### config.mk
export PLATFORM = sky130hd
export DESIGN_NAME = pifc_top
export DESIGN_NICKNAME = d
export VERILOG_FILES = /design/src/logic/pifc_pkg.sv /design/src/logic/pifc_debounce.sv /design/src/logic/pifc_top.sv
export SDC_FILE = /design/constraint.sdc
export NUM_CORES = 1
export LEC_CHECK = 0
export BUFFER_PORTS_ARGS = -buffer_cell sky130_fd_sc_hd__buf_4
export CAP_MARGIN = 5
export CELL_PAD_IN_SITES_DETAIL_PLACEMENT = 1
export CELL_PAD_IN_SITES_GLOBAL_PLACEMENT = 1
export CORE_MARGIN = 3
export CORE_UTILIZATION = 31
export DETAILED_ROUTE_END_ITERATION = 8
export PLACE_DENSITY = 0.69
export SLEW_MARGIN = 20
export SYNTH_ARGS = -nofsm -noshare
export SYNTH_HDL_FRONTEND = slang
export SYNTH_HIERARCHICAL = 1
export SYNTH_SLANG_ARGS = --single-unit
### constraint.sdc
create_clock -name clk_i -period 3.15 [get_ports clk_i]
set_input_delay 0 -clock clk_i [delete_from_list [all_inputs] [get_ports clk_i]]
set_output_delay 0 -clock clk_i [all_outputs]
set_load 0.02 [all_outputs]
### src/logic/pifc_pkg.sv
// Purpose: Shared constants and types for the pin interrupt and fault control block.
// Assumes: 20 MHz system clock and 8-bit registers on a byte-wide register port.
// Notes:   Every offset, field position, reset value and timing count lives here.
`default_nettype none
package pifc_pkg;
  // Register offsets.
  localparam logic [7:0] OFS_FAULT_MASK  = 8'h2D;
  localparam logic [7:0] OFS_SHUTDOWN    = 8'h2E;
  localparam logic [7:0] OFS_HOLD        = 8'h2F;
  localparam logic [7:0] OFS_IRQ_CFG     = 8'h30;
  // Reset values.
  localparam logic [7:0] RST_FAULT_MASK  = 8'h01;
  localparam logic       RST_SD_RELEASE  = 1'b1;
  localparam logic       RST_HOLD_OFF    = 1'b0;
  localparam logic       RST_EDGE_MODE   = 1'b1;
  localparam logic       RST_POLARITY    = 1'b0;
  localparam logic [2:0] RST_SOURCE      = 3'h0;
  localparam logic [1:0] RST_DEBOUNCE_CLOCK_SELECT       = 2'h0;
  // Field positions.
  localparam int BIT_SD_RELEASE = 0;
  localparam int BIT_HOLD_OFF   = 5;
  localparam int BIT_EDGE_MODE  = 6;
  localparam int BIT_POLARITY   = 5;
  localparam int BIT_SRC_LO     = 2;
  localparam int BIT_DEBOUNCE_CLOCK_SELECT_LO   = 0;
  localparam int BIT_MASK_SHORT = 6;
  localparam int BIT_MASK_DSP   = 7;
  // Interrupt source codes.
  localparam logic [2:0] SRC_OFF  = 3'h0;
  localparam logic [2:0] SRC_PIN0 = 3'h4;
  localparam logic [2:0] SRC_PIN2 = 3'h6;
  // Timing.
  localparam int CLK_PERIOD_NS   = 50;
  localparam int DBC_BASE_NS     = 1000000;
  localparam int DBC_BASE_CYC    = DBC_BASE_NS / CLK_PERIOD_NS;
  localparam int DB_STABLE_TICKS = 4;
  localparam int TICK_W          = 24;

  typedef struct packed {
    logic       edge_mode;
    logic       polarity;
    logic [2:0] source;
    logic [1:0] debounce_clock_select;
  } pifc_irq_cfg_t;
endpackage : pifc_pkg
`default_nettype wire

### src/logic/pifc_debounce.sv
// Purpose: Accepts a new level only after it has held for a number of debounce ticks.
// Assumes: level_i is already synchronous to clk_i; tick_i is a one-cycle strobe.
// Notes:   Any bounce restarts the stability count.
`default_nettype none
module pifc_debounce
  import pifc_pkg::*;
#(
  parameter int STABLE_TICKS = DB_STABLE_TICKS
)
(
  // Clock and reset
  input  wire logic clk_i,
  input  wire logic nrst_i,
  input  wire logic ce_i,
  // Debounce timing
  input  wire logic tick_i,
  // Levels
  input  wire logic level_i,
  output logic      level_o
);

  logic       cand_reg;
  logic [3:0] cnt_reg;

  always_ff @(posedge clk_i or negedge nrst_i)
  begin
    if (!nrst_i)
    begin
      cand_reg <= 1'b0;
      cnt_reg  <= 4'h0;
      level_o  <= 1'b0;
    end
    else if (ce_i)
    begin
      if (level_i != cand_reg)
      begin
        cand_reg <= level_i;
        cnt_reg  <= 4'h0;
      end
      else if (tick_i)
      begin
        if (cnt_reg == 4'(STABLE_TICKS - 1))
          level_o <= cand_reg;                              // see [RULE9]
        if (cnt_reg != 4'(STABLE_TICKS - 1))
          cnt_reg <= cnt_reg + 4'h1;
      end
    end
  end
endmodule // pifc_debounce
`default_nettype wire

### src/logic/pifc_top.sv
// Purpose: Fault interrupt masking, backend shutdown, sample hold and pin interrupt input.
// Assumes: Fault sources, processor interrupt and audio samples are on clk_i already.
// Notes:   Pin inputs are asynchronous and pass a three-stage synchroniser.
`default_nettype none
// What this block does
// [RULE1] Each of eight fault sources is gated by its own mask bit.
// [RULE2] Mask bit six gates the short-circuit flag.
// [RULE3] Mask bit seven gates the audio processor interrupt.
// [RULE4] Backend shutdown is active while the release bit is zero; it resets to one.
// [RULE5] On clock error the last good sample is held unless hold is disabled.
// [RULE6] Edge mode sends a rising-edge pulse; otherwise the level passes through.
// [RULE7] Polarity bit zero means active high, one means active low.
// [RULE8] Source field picks off, general pin zero or general pin two.
// [RULE9] A pin change is accepted after four stable debounce clock periods.
// [RULE10] Debounce clock select code zero gives about one millisecond.
// [RULE11] Outgoing interrupt is the OR of all masked fault sources.
// [RULE12] Polarity, then debounce, then optional edge detect, then processor port.
module pifc_top
  import pifc_pkg::*;
#(
  parameter int DBC_BASE_CYCLES = DBC_BASE_CYC,
  parameter int SAMPLE_W        = 24
)
(
  // Clock, reset and enable
  input  wire logic                clk_i,
  input  wire logic                nrst_i,
  input  wire logic                ce_i,
  // Register port
  input  wire logic [7:0]          reg_addr_i,
  input  wire logic [7:0]          reg_wdata_i,
  input  wire logic                reg_wr_i,
  output logic      [7:0]          reg_rdata_o,
  // Fault sources
  input  wire logic [5:0]          fault_src_i,
  input  wire logic                short_flag_i,
  input  wire logic                dsp_irq_i,
  output logic                     fault_irq_o,
  // Backend
  output logic                     backend_shutdown_o,
  // Audio samples
  input  wire logic                clk_err_i,
  input  wire logic                sample_valid_i,
  input  wire logic [SAMPLE_W-1:0] sample_i,
  output logic      [SAMPLE_W-1:0] dac_sample_o,
  // Interrupt pins and processor port
  input  wire logic                general_pin_zero_i,
  input  wire logic                general_pin_two_i,
  output logic                     proc_irq_o
);

  ////////////////////////////////////////////////////////////////////////////
  // Registers.
  logic [7:0]    fault_irq_mask_reg;
  logic          backend_shutdown_release_reg;
  logic          hold_last_sample_off_reg;
  pifc_irq_cfg_t cfg_reg;

  always_ff @(posedge clk_i or negedge nrst_i)
  begin
    if (!nrst_i)
    begin
      fault_irq_mask_reg           <= RST_FAULT_MASK;
      backend_shutdown_release_reg <= RST_SD_RELEASE;                // see [RULE4]
      hold_last_sample_off_reg     <= RST_HOLD_OFF;
      cfg_reg                      <= '{RST_EDGE_MODE, RST_POLARITY, RST_SOURCE, RST_DEBOUNCE_CLOCK_SELECT};
    end
    else if (ce_i && reg_wr_i)
    begin
      case (reg_addr_i)
        OFS_FAULT_MASK: fault_irq_mask_reg           <= reg_wdata_i;
        OFS_SHUTDOWN:   backend_shutdown_release_reg <= reg_wdata_i[BIT_SD_RELEASE];
        OFS_HOLD:       hold_last_sample_off_reg     <= reg_wdata_i[BIT_HOLD_OFF];
        OFS_IRQ_CFG:
        begin
          cfg_reg.edge_mode <= reg_wdata_i[BIT_EDGE_MODE];
          cfg_reg.polarity  <= reg_wdata_i[BIT_POLARITY];
          cfg_reg.source    <= reg_wdata_i[BIT_SRC_LO +: 3];
          cfg_reg.debounce_clock_select     <= reg_wdata_i[BIT_DEBOUNCE_CLOCK_SELECT_LO +: 2];
        end
        default: ;
      endcase
    end
  end

  // Reserved bits read as zero; unmapped offsets read as zero.
  always_ff @(posedge clk_i or negedge nrst_i)
  begin
    if (!nrst_i)
      reg_rdata_o <= 8'h00;
    else if (ce_i)
    begin
      case (reg_addr_i)
        OFS_FAULT_MASK: reg_rdata_o <= fault_irq_mask_reg;
        OFS_SHUTDOWN:   reg_rdata_o <= {7'h00, backend_shutdown_release_reg};
        OFS_HOLD:       reg_rdata_o <= {2'h0, hold_last_sample_off_reg, 5'h00};
        OFS_IRQ_CFG:    reg_rdata_o <= {1'b0, cfg_reg};
        default:        reg_rdata_o <= 8'h00;
      endcase
    end
  end

  ////////////////////////////////////////////////////////////////////////////
  // Outgoing fault interrupt.
  logic [7:0] fault_vec;

  assign fault_vec = {dsp_irq_i, short_flag_i, fault_src_i};  // see [RULE2] see [RULE3]

  always_ff @(posedge clk_i or negedge nrst_i)
  begin
    if (!nrst_i)
      fault_irq_o <= 1'b0;
    else if (ce_i)
      fault_irq_o <= |(fault_vec & fault_irq_mask_reg);      // see [RULE1] see [RULE11]
  end

  // Shutdown is the inverse of the release flop, with no register between.
  assign backend_shutdown_o = ~backend_shutdown_release_reg;  // see [RULE4]

  ////////////////////////////////////////////////////////////////////////////
  // Last sample hold.
  always_ff @(posedge clk_i or negedge nrst_i)
  begin
    if (!nrst_i)
      dac_sample_o <= '0;
    else if (ce_i && sample_valid_i && !(clk_err_i && !hold_last_sample_off_reg))
      dac_sample_o <= sample_i;                               // see [RULE5]
  end

  ////////////////////////////////////////////////////////////////////////////
  // Pin synchronisers; a level is only taken once stages two and three agree.
  logic [1:0] pin_raw;
  logic [1:0] pin_level_reg;

  assign pin_raw = {general_pin_two_i, general_pin_zero_i};

  for (genvar g = 0; g < 2; g++)
  begin : g_sync
    logic [2:0] sync_reg;
    always_ff @(posedge clk_i or negedge nrst_i)
    begin
      if (!nrst_i)
      begin
        sync_reg         <= 3'h0;
        pin_level_reg[g] <= 1'b0;
      end
      else if (ce_i)
      begin
        sync_reg <= {sync_reg[1:0], pin_raw[g]};
        if (sync_reg[1] == sync_reg[2])
          pin_level_reg[g] <= sync_reg[2];
      end
    end
  end

  ////////////////////////////////////////////////////////////////////////////
  // Source select and polarity ahead of the debouncer.
  logic src_on;
  logic sel_level;
  logic pol_level;

  always_comb
  begin
    src_on    = 1'b1;
    sel_level = 1'b0;
    case (cfg_reg.source)                                     // see [RULE8]
      SRC_PIN0: sel_level = pin_level_reg[0];
      SRC_PIN2: sel_level = pin_level_reg[1];
      default:  src_on    = 1'b0;
    endcase
  end

  // Polarity is fixed first so the debouncer always sees an active-high level.
  assign pol_level = src_on & (sel_level ^ cfg_reg.polarity); // see [RULE7] see [RULE12]

  ////////////////////////////////////////////////////////////////////////////
  // Debounce tick; codes above zero double the period per step.
  logic [TICK_W-1:0] tick_cnt_reg;
  logic [TICK_W-1:0] tick_period;
  logic              tick;

  assign tick_period = TICK_W'(DBC_BASE_CYCLES) << cfg_reg.debounce_clock_select; // see [RULE10]
  assign tick        = (tick_cnt_reg >= tick_period - TICK_W'(1));

  always_ff @(posedge clk_i or negedge nrst_i)
  begin
    if (!nrst_i)
      tick_cnt_reg <= '0;
    else if (ce_i)
      tick_cnt_reg <= tick ? '0 : tick_cnt_reg + TICK_W'(1);
  end

  logic deb_level;

  pifc_debounce #(
    .STABLE_TICKS (DB_STABLE_TICKS)
  ) u_debounce (
    .clk_i   (clk_i),
    .nrst_i  (nrst_i),
    .ce_i    (ce_i),
    .tick_i  (tick),
    .level_i (pol_level),
    .level_o (deb_level)
  );

  ////////////////////////////////////////////////////////////////////////////
  // Edge or level toward the processor.
  logic deb_prev_reg;

  always_ff @(posedge clk_i or negedge nrst_i)
  begin
    if (!nrst_i)
    begin
      deb_prev_reg <= 1'b0;
      proc_irq_o   <= 1'b0;
    end
    else if (ce_i)
    begin
      deb_prev_reg <= deb_level;
      if (!src_on)
        proc_irq_o <= 1'b0;                                   // see [RULE8]
      else if (cfg_reg.edge_mode)
        proc_irq_o <= deb_level & ~deb_prev_reg;              // see [RULE6] see [RULE12]
      else
        proc_irq_o <= deb_level;                              // see [RULE6]
    end
  end

  ////////////////////////////////////////////////////////////////////////////
  // Checks.
  // A period change mid-count is exempt from the tick check until the next tick restarts it.
  logic [TICK_W-1:0] since_tick_reg;
  logic              period_steady_reg;

  always_ff @(posedge clk_i or negedge nrst_i)
  begin
    if (!nrst_i)
    begin
      since_tick_reg    <= '0;
      period_steady_reg <= 1'b1;
    end
    else if (ce_i)
    begin
      since_tick_reg <= tick ? '0 : since_tick_reg + TICK_W'(1);
      if (tick)
        period_steady_reg <= 1'b1;
      else if (reg_wr_i && reg_addr_i == OFS_IRQ_CFG)
        period_steady_reg <= 1'b0;
    end
  end
endmodule // pifc_top
`default_nettype wire

==> results.tsv, run 1 <==
stage	metric	value	unit
finish	final_common_cell	buf_4	
detailed_routing	detail-route-antenna-nets	0	
detailed_routing	drc	0	
worst_setup_path	worst-setup-path-type	reg2reg	
logic_synthesis	synth-main-ff-cell	dfrtp_1	
timing	finalHoldViolCount	0	
floorplanning	fp.dieH	129	um
finish	synthToLayoutAreaGrowth	34.5	%
detailed_routing	avgViaCountPerCell	5.10	
timing	rsz0062_at_grt	false	
placed_design	dp_hpwl	8.63	mm
logic_synthesis	ys_async_sr_fraction	100	%
placed_design	dp.cells	685	
cts	clkLatencyLatePin	0.34	ns
cts	cts_tree	done	
timing	worstMarginPinSlew	0.876	ns
timing	fin_ws	0.183	ns
worst_setup_path	crit_buf_inv	3	
worst_setup_path	crit_required	3.34	ns
worst_setup_path	r2r-end	u_debounce/cnt_reg[2]	
timing	finClkSkew	0.00393	ns
finish	drive_gt1_share	32.6	%
finish	fin_cells	740	
finish	diodes	0	
pwr	powerDensity	567	nW/um^2
worst_setup_path	worst_ep_arrival_time	3.16	ns
logic_synthesis	synth-edff-count	0	
cts	cts_root_buf	clkbuf_16	
pwr	vdd_drop_max	282	uV
timing	setup_viol_count_final	0	
logic_synthesis	avgSynthCellArea	11.3	sq um
floorplanning	die_area	16600	sq um
timing	post-route-min-period	2.97	ns
placed_design	portBuffers	90	
worst_setup_path	cp-start-kind	register	
global_routing	grt_pass1_vias	4238	
detailed_routing	wl	12.9	mm
cts	cts_buffers	9	
timing	max_freq	337	MHz
cts	cts_sinks	90	
global_routing	grt_pass1_wl	21.6	mm
detailed_routing	drt-pass1-iter-count	4	
cts	max-clock-path-buffers	2	
worst_setup_path	cp-end-kind	register	
global_routing	grt.total_usage	16.1	%
placed_design	dp_worst_setup_slack	0.312	ns
timing	period_share	94.2	%
logic_synthesis	synthCells	414	
floorplanning	ios	91	
global_routing	antenna_found_initial	0	
finish	final_net_count	634	
worst_setup_path	rr_startpoint	cfg_reg[1]	
worst_setup_path	cpMaxStageDelayCell	dfrtp_2	
min_path	hold_class	in2reg	
worst_setup_path	regToRegSetupSlack	0.18	ns
global_routing	grt-ovfl-total	0	
cts	cts-htree-levels	3	
worst_setup_path	cp_num_cells	12	
logic_synthesis	ys_seq_area_share	48.3	%
logic_synthesis	synthDistinctLibCells	66	
logic_synthesis	ys_warn_count	6	
detailed_routing	vias	3771	
run	drv_cap	0	
timing	relSlewSlack	41.6	%
worst_setup_path	cp_cell_sequence	inv_1, ha_1, ha_1, nand4_1, nor4_2, o21ai_1, and3_2, inv_2, buf_4, a21boi_0, a31oi_1, o22ai_1	
worst_setup_path	crit_start	cfg_reg[1]	
worst_setup_path	critPathTopFamily	simple AND/OR/NAND/NOR gates	
logic_synthesis	netlist_area	4670	sq um
global_routing	grt_max_degree	68	
floorplanning	rows	44	
worst_setup_path	cp_max_fo	17	
floorplanning	initial_core_util	31.9	%
floorplanning	chipWidth	129	um
worst_setup_path	endpoint	u_debounce/cnt_reg[2]	
finish	final_cell_mix	96 x buf_4, 85 x dfrtp_1, 40 x mux2_2, 39 x dlygate4sd3_1, 29 x nand2_1	
worst_setup_path	cpPeakStageDelay	0.46	ns
detailed_routing	routedWlPerCell	17.4	um
pwr	power_leakage	2.86	nW
placed_design	gp_congestion	0.819	
worst_setup_path	cp_common_cell	ha_1	
timing	setup-tns-final	0	ns
cts	cts.clk_slew.worst_paths	0.07	ns
status	status	finished clean	
timing	slew_violations	0	
worst_setup_path	rr_worst_depth	12	
floorplanning	coreArea	14600	sq um
detailed_routing	drt-initial-drc-count	182	
logic_synthesis	ys_ff_latch	90	
## metrics by stage
step | total power [W] | instance area (sq um) | hold WS, ns | utilization [%]
6_report | 0.00356 | 6290 | 0.0386 | 42.9
3_5_place_dp | 0.00232 | 5550 | 0.186 | 37.9
2_1_floorplan | 0.00198 | 4690 | -0.296 | -
4_1_cts | 0.00359 | 6280 | 0.0284 | 42.9
3_3_place_gp | 0.00227 | 5550 | 0.177 | 37.9
5_1_grt | 0.00376 | 6290 | 0.0645 | 42.9
## power breakdown
part / internal, W / total, W / switching [W] / leakage, nW
Clock: 0.000743 / 0.00122 / 0.000472 / 0.162
Sequential: 0.00134 / 0.00152 / 0.000185 / 1.11
Combinational: 0.000406 / 0.000826 / 0.000419 / 1.58
Total: 0.00249 / 0.00356 / 0.00108 / 2.86
## layout make-up
class / count / area, sq um
fillers: 1626 / 8360
multi-input cells: 298 / 2290
clock inverters: 5 / 85.1
inverters: 17 / 63.8
well taps: 184 / 230
clock buffers: 11 / 253
repair buffers: 135 / 1110
flip-flops and latches: 90 / 2260
## worst min path at each step
stage / startpoint / end / slack (ns) / cells past startpoint
6_report: reg_addr_i[0] / hold_last_sample_off_reg / 0.04 / 3
3_3_place_gp: nrst_i / tick_cnt_reg[18] / 0.18 / 1
2_1_floorplan: nrst_i / cfg_reg[0] / -0.30 / 0
4_1_cts: reg_addr_i[0] / hold_last_sample_off_reg / 0.03 / 3
5_1_grt: reg_addr_i[0] / hold_last_sample_off_reg / 0.06 / 3
3_5_place_dp: nrst_i / tick_cnt_reg[17] / 0.19 / 1
## worst register-to-register path, cell delays in order, from the launching register on
cell and delay (ns):
dfrtp_2 0.46, inv_1 0.17, ha_1 0.26, ha_1 0.31
nand4_1 0.17, nor4_2 0.33, o21ai_1 0.15, and3_2 0.27
inv_2 0.11, buf_4 0.24, a21boi_0 0.12, a31oi_1 0.15
o22ai_1 0.10
## synth_stat cells (7+ instances only)
cell type	n	area, sq um
dfrtp_1	87	2180
mux2_2	40	450
nand2_1	29	109
ha_1	27	338
nor2_1	23	86.3
a21oi_1	22	110
o21ai_0	20	100
inv_1	15	56.3
nand4_1	10	62.6
mux2_4	8	120
a221oi_1	7	61.3
and3_1	7	43.8
nand3_1	7	35.0
xnor2_1	7	61.3
## cells by family (layout without fill, tap and decap cells)
group / after synthesis / in the layout / synth area share [%]
simple gates: 114 / 114 / 13.5
compound gates: 90 / 90 / 12.7
flops: 90 / 90 / 48.3
mux: 50 / 50 / 12.6
buf+inv: 31 / 168 / 3.37
fa+ha+maj: 27 / 27 / 7.23
xor+xnor: 11 / 11 / 2.22
other cells: 1 / 6 / 0.0802
## routing by layer
| metal | share of wire [%] | wire, um | track usage (%) | vias to the layer above |
|---|---|---|---|---|
| met2 | 55 | 7060 | 29.4 | 46 |
| met5 | 0 | 0 | 0 | - |
| met4 | 1.3 | 164 | 5.00 | 0 |
| met1 | 42 | 5400 | 19.8 | 1924 |
| li1 | - | - | - | 1788 |
| met3 | 1.9 | 251 | 2.03 | 13 |
## what timing repair did
| action | CTS | global route |
|---|---|---|
| hold endpoints to repair | 106 | 0 |
| gates resized for setup | 0 | 4 |
| hold buffers | 39 | 0 |
| setup endpoints to repair | 0 | 10 |
| setup buffers | 0 | 0 |
Power figures use the tool's default switching activity.
==> inputs of run 2 (changes only) <==
- CTS_CLUSTER_DIAMETER: not set -> 60
- PLACE_DENSITY: 0.69 -> 0.7
- SYNTH_HIERARCHICAL: 1 -> not set
==> run 2 against run 1 <==
Cell count is 1.5% lower. Utilization increased by 0.21 points. Combinational power down 28%.
==> results.tsv, run 2 <==
stage	metric	value	unit
worst_setup_path	crit_required	3.37	ns
floorplanning	chipWidth	126	um
placed_design	dp_hpwl	8.40	mm
cts	cts_tree	done	
pwr	vdd_drop_max	262	uV
worst_setup_path	cpPeakStageDelay	0.46	ns
timing	relSlewSlack	38.9	%
min_path	hold_class	in2reg	
cts	post_cts_buffers	0	
timing	period_share	85.5	%
timing	whs	0.0798	ns
logic_synthesis	synth-edff-count	0	
pwr	power.share.sequential	46.5	%
pwr	internal_power	0.00213	W
cts	cts_root_buf	clkbuf_16	
worst_setup_path	rr_worst_depth	9	
pwr	p_switching	0.000878	W
worst_setup_path	critPathTopFamily	adder cells	
logic_synthesis	synth_top_cell_by_area	dfrtp_1	
worst_setup_path	crit_buf_inv	2	
pwr	powerDensity	497	nW/um^2
logic_synthesis	ys_warn_count	0	
global_routing	grt-ovfl-total	0	
placed_design	portBuffers	90	
logic_synthesis	synthCells	407	
cts	cts_resized	0	
worst_setup_path	cpMaxStageDelayCell	dfrtp_1	
logic_synthesis	synth_top_cell_area_share	48.5	%
detailed_routing	vias	3628	
placed_design	placed_area	5380	sq um
timing	max_freq	371	MHz
logic_synthesis	netlist_area	4490	sq um
timing	setup_viol_count_final	0	
timing	worstMarginPinSlew	0.917	ns
worst_setup_path	worst-setup-path-type	reg2reg	
status	status	finished clean	
floorplanning	rows	43	
finish	final_net_count	627	
cts	cts-htree-levels	3	
worst_setup_path	cp_num_cells	9	
worst_setup_path	crit_start	cfg_reg[1]	
worst_setup_path	worst_ep_arrival_time	2.91	ns
timing	setup-tns-final	0	ns
logic_synthesis	ys_ff_latch	90	
logic_synthesis	synthDistinctLibCells	51	
detailed_routing	routedWlPerCell	16.5	um
finish	final_area	6060	sq um
logic_synthesis	avgSynthCellArea	11.0	sq um
finish	final_core_util	43.2	%
floorplanning	fp.dieH	126	um
detailed_routing	drt-initial-drc-count	83	
timing	slew_violations	0	
finish	final_cell_mix	93 x buf_4, 87 x dfrtp_1, 40 x mux2_2, 40 x dlygate4sd3_1, 29 x nor2_1	
cts	clkLatencyLatePin	0.34	ns
cts	max-clock-path-buffers	2	
finish	synthToLayoutAreaGrowth	35.1	%
timing	finalHoldViolCount	0	
finish	diodes	0	
pwr	power_leakage	2.84	nW
global_routing	antenna_found_initial	0	
placed_design	dp.cells	673	
detailed_routing	detail-route-antenna-nets	0	
pwr	p_clk_share	33.9	%
worst_setup_path	cp_common_cell	ha_1	
finish	fin_cells	729	
cts	cts_buffers	9	
pwr	switching_share	29.2	%
finish	drive_gt1_share	28.6	%
logic_synthesis	ys_seq_area_share	50.3	%
placed_design	gp_congestion	0.810	
detailed_routing	drc	0	
worst_setup_path	cp_max_fo	19	
worst_setup_path	cp-start-kind	register	
worst_setup_path	regToRegSetupSlack	0.46	ns
floorplanning	ios	91	
timing	post-route-min-period	2.69	ns
timing	rsz0062_at_grt	false	
detailed_routing	wl	12.1	mm
logic_synthesis	ys_async_sr_fraction	100	%
global_routing	grt_pass1_vias	4028	
logic_synthesis	synthTopCellsByCount	87 x dfrtp_1, 40 x mux2_2, 29 x nor2_1, 27 x ha_1, 27 x nand2_1	
cts	cts_sinks	90	
timing	finClkSkew	0.00473	ns
floorplanning	coreArea	14000	sq um
min_path	holdCritStartpoint	reg_addr_i[1]	
logic_synthesis	synth_top_cells_by_area	dfrtp_1 49%, mux2_2 10%, ha_1 7.5%	
floorplanning	initial_core_util	32.0	%
worst_setup_path	rr_startpoint	cfg_reg[1]	
global_routing	grt_pass1_wl	20.0	mm
detailed_routing	drt-pass1-iter-count	4	
run	drv_cap	0	
worst_setup_path	cp-end-kind	register	
global_routing	grt.total_usage	15.4	%
worst_setup_path	endpoint	tick_cnt_reg[5]	
cts	cts.clk_slew.worst_paths	0.07	ns
finish	final_common_cell	buf_4	
logic_synthesis	synth-main-ff-cell	dfrtp_1	
worst_setup_path	r2r-end	tick_cnt_reg[5]	
pwr	power_frac_comb	19.6	%
worst_setup_path	cp_cell_sequence	inv_1, ha_1, ha_1, nand4_1, nor4_1, a221oi_2, a31oi_1, buf_4, nor2_1	
detailed_routing	avgViaCountPerCell	4.98	
global_routing	grt_max_degree	70	
cts	cts_hold_buf	40	
floorplanning	die_area	16000	sq um
logic_synthesis	synth_most_common_cell	dfrtp_1	
==> run 2: changes by cell type after synthesis, sizes merged, moves of 4 or more <==
cell    previous run  this run
nor3               7         2
a21oi             22        26
a221oi             7         3
or3                2         7
clkbuf             4        10
nor4               6         2
nand3              9        14
nor2              23        30
buf               10         2
o31ai              6         2
==> run 2: worst min path at each step <==
stage / depth (start not counted) / to / slack (ns)
after floorplan: 0 / cfg_reg[0] / -0.30
after global placement: 1 / tick_cnt_reg[2] / 0.18
after detailed placement: 1 / tick_cnt_reg[21] / 0.19
after CTS: 4 / reg_rdata_o[7] / 0.08
after global routing: 4 / reg_rdata_o[6] / 0.13
final: 4 / reg_rdata_o[7] / 0.08
==> run 2: logic make-up (layout without fill, tap and decap cells) <==
family          Yosys count  count (layout)  share of synthesized area [%]
simple gates            114             114                           12.9
mux                      49              49                           12.5
compound gates           80              80                           11.2
flops                    90              90                           50.3
buf+inv                  31             168                           2.65
other cells               1               6                         0.0836
fa+ha+maj                27              27                           7.53
xor+xnor                 15              15                           2.93
==> run 2: cell type report <==
cell class,count,area [sq um]
multi-input cells,291,2130
clock buffers,10,229
repair buffers,133,1100
flip-flops and latches,90,2260
inverters,19,71.3
well taps,180,225
fillers,1526,7980
clock inverters,6,48.8
==> run 2: stage by stage <==
step                setup WS, ns  total power (W)
floorplan                  0.788          0.00170
global placement           0.574          0.00194
detailed placement         0.455          0.00197
CTS                        0.441          0.00304
global route               0.240          0.00316
finish                     0.458          0.00301
==> run 2: worst register-to-register path, cell delays in order, from the launching register on <==
cell and delay (ns):
dfrtp_1 0.46, inv_1 0.15, ha_1 0.30, ha_1 0.30, nand4_1 0.11, nor4_1 0.32, a221oi_2 0.16, a31oi_1 0.34
buf_4 0.33, nor2_1 0.10
==> run 2: layer usage <==
layer	track usage (%)	up-vias	routed length [um]
met3	3.79	13	483
met2	27.4	68	6190
met1	18.6	1814	5220
met4	3.79	0	175
li1	-	1733	-
met5	0	-	0
==> run 2: power by group through the flow <==
stage	Clock (W)	Combinational, W	Sequential (W)
floorplan	0	0.000228	0.00147
global placement	0	0.000534	0.00141
detailed placement	0	0.000559	0.00141
CTS	0.00105	0.000598	0.00140
global route	0.00110	0.000646	0.00142
finish	0.00102	0.000591	0.00140
==> inputs of run 3 (changes only) <==
- ABC_AREA: not set -> 1
- PLACE_DENSITY: 0.7 -> 0.71
- SYNTH_HIERARCHICAL: not set -> 1
==> run 3 against run 2 <==
Flip-flop and latch count stayed put. Routed wire length rose by 19%. Count of clock-buffer cells in the layout is 1 higher. Largest cell class is now multi-input combinational cells. Largest power group unchanged.
==> results.tsv, run 3 <==
stage	metric	value	unit
global_routing	grtUsageMet2	31.7	%
cts	cts.clk_slew.worst_paths	0.06	ns
floorplanning	chipWidth	133	um
floorplanning	ios	91	
logic_synthesis	ys_seq_area_share	45.4	%
finish	final_common_cell	nand2_1	
floorplanning	fp.dieH	133	um
worst_setup_path	cpPeakStageDelay	0.44	ns
logic_synthesis	synthSimpleGateAreaFrac	24.6	%
logic_synthesis	synth-main-ff-cell	dfrtp_1	
global_routing	grt.total_usage	16.9	%
pwr	power_leakage	3.22	nW
detailed_routing	drt-initial-drc-count	115	
logic_synthesis	synthTopCellsByCount	174 x nand2_1, 87 x dfrtp_1, 57 x inv_1, 36 x nor2_1, 35 x nand3_1	
placed_design	gp_congestion	0.824	
timing	finClkSkew	0.00643	ns
cts	cts_hold_buf	38	
logic_synthesis	synthCells	580	
detailed_routing	drt-pass1-iter-count	4	
logic_synthesis	ys_async_sr_fraction	100	%
detailed_routing	vias	4410	
finish	seq_area	2260	sq um
run	drv_cap	0	
logic_synthesis	synth-compound-area-share	8.76	%
logic_synthesis	synthMuxAreaShare	5.44	%
min_path	hold_class	in2reg	
logic_synthesis	synth_top_cell_area_share	43.8	%
timing	relSlewSlack	58.9	%
floorplanning	rows	45	
global_routing	grt_use_met1	19.8	%
global_routing	grt-ovfl-total	0	
timing	finalHoldViolCount	0	
worst_setup_path	cpMaxStageDelayCell	dfrtp_1	
worst_setup_path	cp_cell_sequence	inv_1, ha_1, inv_1, ha_1, a21o_1, nor2_1, nand2_1, nand2_1, nand3_1, buf_4, o21ai_0	
cts	cts_tree	done	
global_routing	antenna_found_initial	0	
timing	whs	0.0166	ns
pwr	p_switching	0.000963	W
timing	rsz0062_at_grt	false	
pwr	vdd_drop_max	374	uV
placed_design	dp_worst_setup_slack	0.700	ns
logic_synthesis	synthDistinctLibCells	39	
logic_synthesis	synth_top_family_by_area	simple AND/OR/NAND/NOR gates	
logic_synthesis	synth_xor_area_share	2.64	%
status	status	finished clean	
cts	cts_buffers	9	
floorplanning	die_area	17600	sq um
logic_synthesis	synth-edff-count	0	
pwr	power.share.sequential	44.8	%
pwr	power_frac_comb	21.5	%
floorplanning	coreArea	15400	sq um
worst_setup_path	cp-end-kind	register	
finish	diodes	0	
cts	cts_sinks	90	
pwr	p_clk_share	33.8	%
timing	slew_violations	0	
logic_synthesis	synth_top_cell_by_area	dfrtp_1	
pwr	switching_share	30.1	%
placed_design	portBuffers	90	
global_routing	met3_usage	2.13	%
pwr	internal_power	0.00224	W
detailed_routing	detail-route-antenna-nets	0	
pwr	total_power	0.00320	W
detailed_routing	avgViaCountPerCell	4.74	
finish	final_cell_mix	174 x nand2_1, 95 x buf_4, 87 x dfrtp_1, 57 x inv_1, 38 x dlygate4sd3_1	
worst_setup_path	crit_required	3.41	ns
timing	post-route-min-period	2.44	ns
timing	max_freq	411	MHz
worst_setup_path	worst_ep_arrival_time	2.69	ns
timing	setup-tns-final	0	ns
placed_design	dp_hpwl	10.5	mm
global_routing	grt_max_degree	43	
logic_synthesis	synth_most_common_cell	nand2_1	
pwr	powerDensity	488	nW/um^2
global_routing	gr-max-usage-layer	met2	
detailed_routing	wl	14.4	mm
detailed_routing	routedWlPerCell	15.4	um
logic_synthesis	netlist_area	4970	sq um
finish	synthToLayoutAreaGrowth	32.0	%
floorplanning	initial_core_util	32.2	%
worst_setup_path	cp-start-kind	register	
cts	cts_root_buf	clkbuf_16	
finish	multi_input_area	2420	sq um
worst_setup_path	rr_worst_depth	11	
timing	setup_viol_count_final	0	
finish	n_fill_cell	1867	
global_routing	grt_pass1_vias	4936	
finish	drive_gt1_share	23.9	%
worst_setup_path	cp_max_fo	11	
min_path	whs_path_depth	4	
logic_synthesis	ys_warn_count	6	
cts	max-clock-path-buffers	2	
timing	period_share	77.3	%
logic_synthesis	ys_ff_latch	90	
cts	clkLatencyLatePin	0.34	ns
logic_synthesis	avgSynthCellArea	8.57	sq um
finish	final_net_count	798	
detailed_routing	drc	0	
cts	cts-htree-levels	3	
cts	post_cts_buffers	0	
timing	worstMarginPinSlew	0.615	ns
global_routing	grt_pass1_wl	24.3	mm
cts	cts_resized	0	
timing	fin_ws	0.715	ns
logic_synthesis	yosys.area_share.adder	6.79	%
finish	final_core_util	42.6	%
worst_setup_path	worst-setup-path-type	reg2reg	
logic_synthesis	synth_top_cells_by_area	dfrtp_1 44%, nand2_1 13%, ha_1 6.8%	
[run 3: cell count changes after synthesis, sizes merged, moves of 5 or more]
cell / before / now
a21oi: 26 / 32
a31oi: 6 / 1
and3: 9 / 2
buf: 2 / 11
clkbuf: 10 / 3
inv: 19 / 61
mux2: 45 / 24
nand2: 27 / 178
nand3: 14 / 38
nor2: 30 / 41
o21ai: 21 / 32
or3: 7 / 0
[run 3: cells by family after synthesis]
group                    Yosys count
AO/OA/AOI/OAI                     71
flip-flops                        90
buffers and inverters             76
AND/OR/NAND/NOR                  276
adder cells (fa/ha/maj)           27
XOR/XNOR                          15
multiplexers                      24
other                              1
[run 3: final timing paths]
| kind | endpoint | slack (ns) | startpoint |
|---|---|---|---|
| max | tick_cnt_reg[0] | 0.71 | cfg_reg[1] |
| min | backend_shutdown_release_reg | 0.02 | reg_addr_i[4] |
| max reg2reg | tick_cnt_reg[0] | 0.71 | cfg_reg[1] |
| min reg2reg | reg_rdata_o[2] | 0.49 | reg_rdata_o[2] |
| max in group asynchronous | backend_shutdown_release_reg | 2.13 | nrst_i |
| min in group asynchronous | dac_sample_o[23] | 0.18 | nrst_i |
[run 3: area by class of cell]
type / instances / share of cell area (%)
Tap cell: 211 / 4.02
Timing Repair Buffer: 133 / 16.7
Clock inverter: 4 / 0.800
Clock buffer: 11 / 3.70
Inverter: 62 / 3.54
Sequential cell: 90 / 34.4
Multi-Input combinational cell: 419 / 36.9
[run 3: power groups by stage]
stage          sequential, W  clock, W  combinational [W]
6_report             0.00143   0.00108           0.000688
5_1_grt              0.00146   0.00116           0.000772
4_1_cts              0.00143   0.00111           0.000696
3_5_place_dp         0.00145         0           0.000654
3_3_place_gp         0.00144         0           0.000618
2_1_floorplan        0.00147         0           0.000340
[run 3: routing by layer]
metal	up-vias	wire [um]
met5	-	0
met4	0	318
met3	23	425
li1	2136	-
met2	71	7770
met1	2180	5840
[run 3: worst max-delay path, delay by kind of cell, from the launching register on]
family	cells	cell delay (ns)
and+or+nand+nor	4	0.55
buffers and inverters	3	0.53
DFF	1	0.44
adders and majority gates	2	0.47
AOI/OAI and AO/OA	2	0.35
[run 3: stage by stage]
stage | instances | area [sq um]
after global placement | 877 | 5880
final | 930 | 6570
after global routing | 930 | 6570
after detailed placement | 877 | 5880
after CTS | 930 | 6560
after floorplan | 585 | 4990
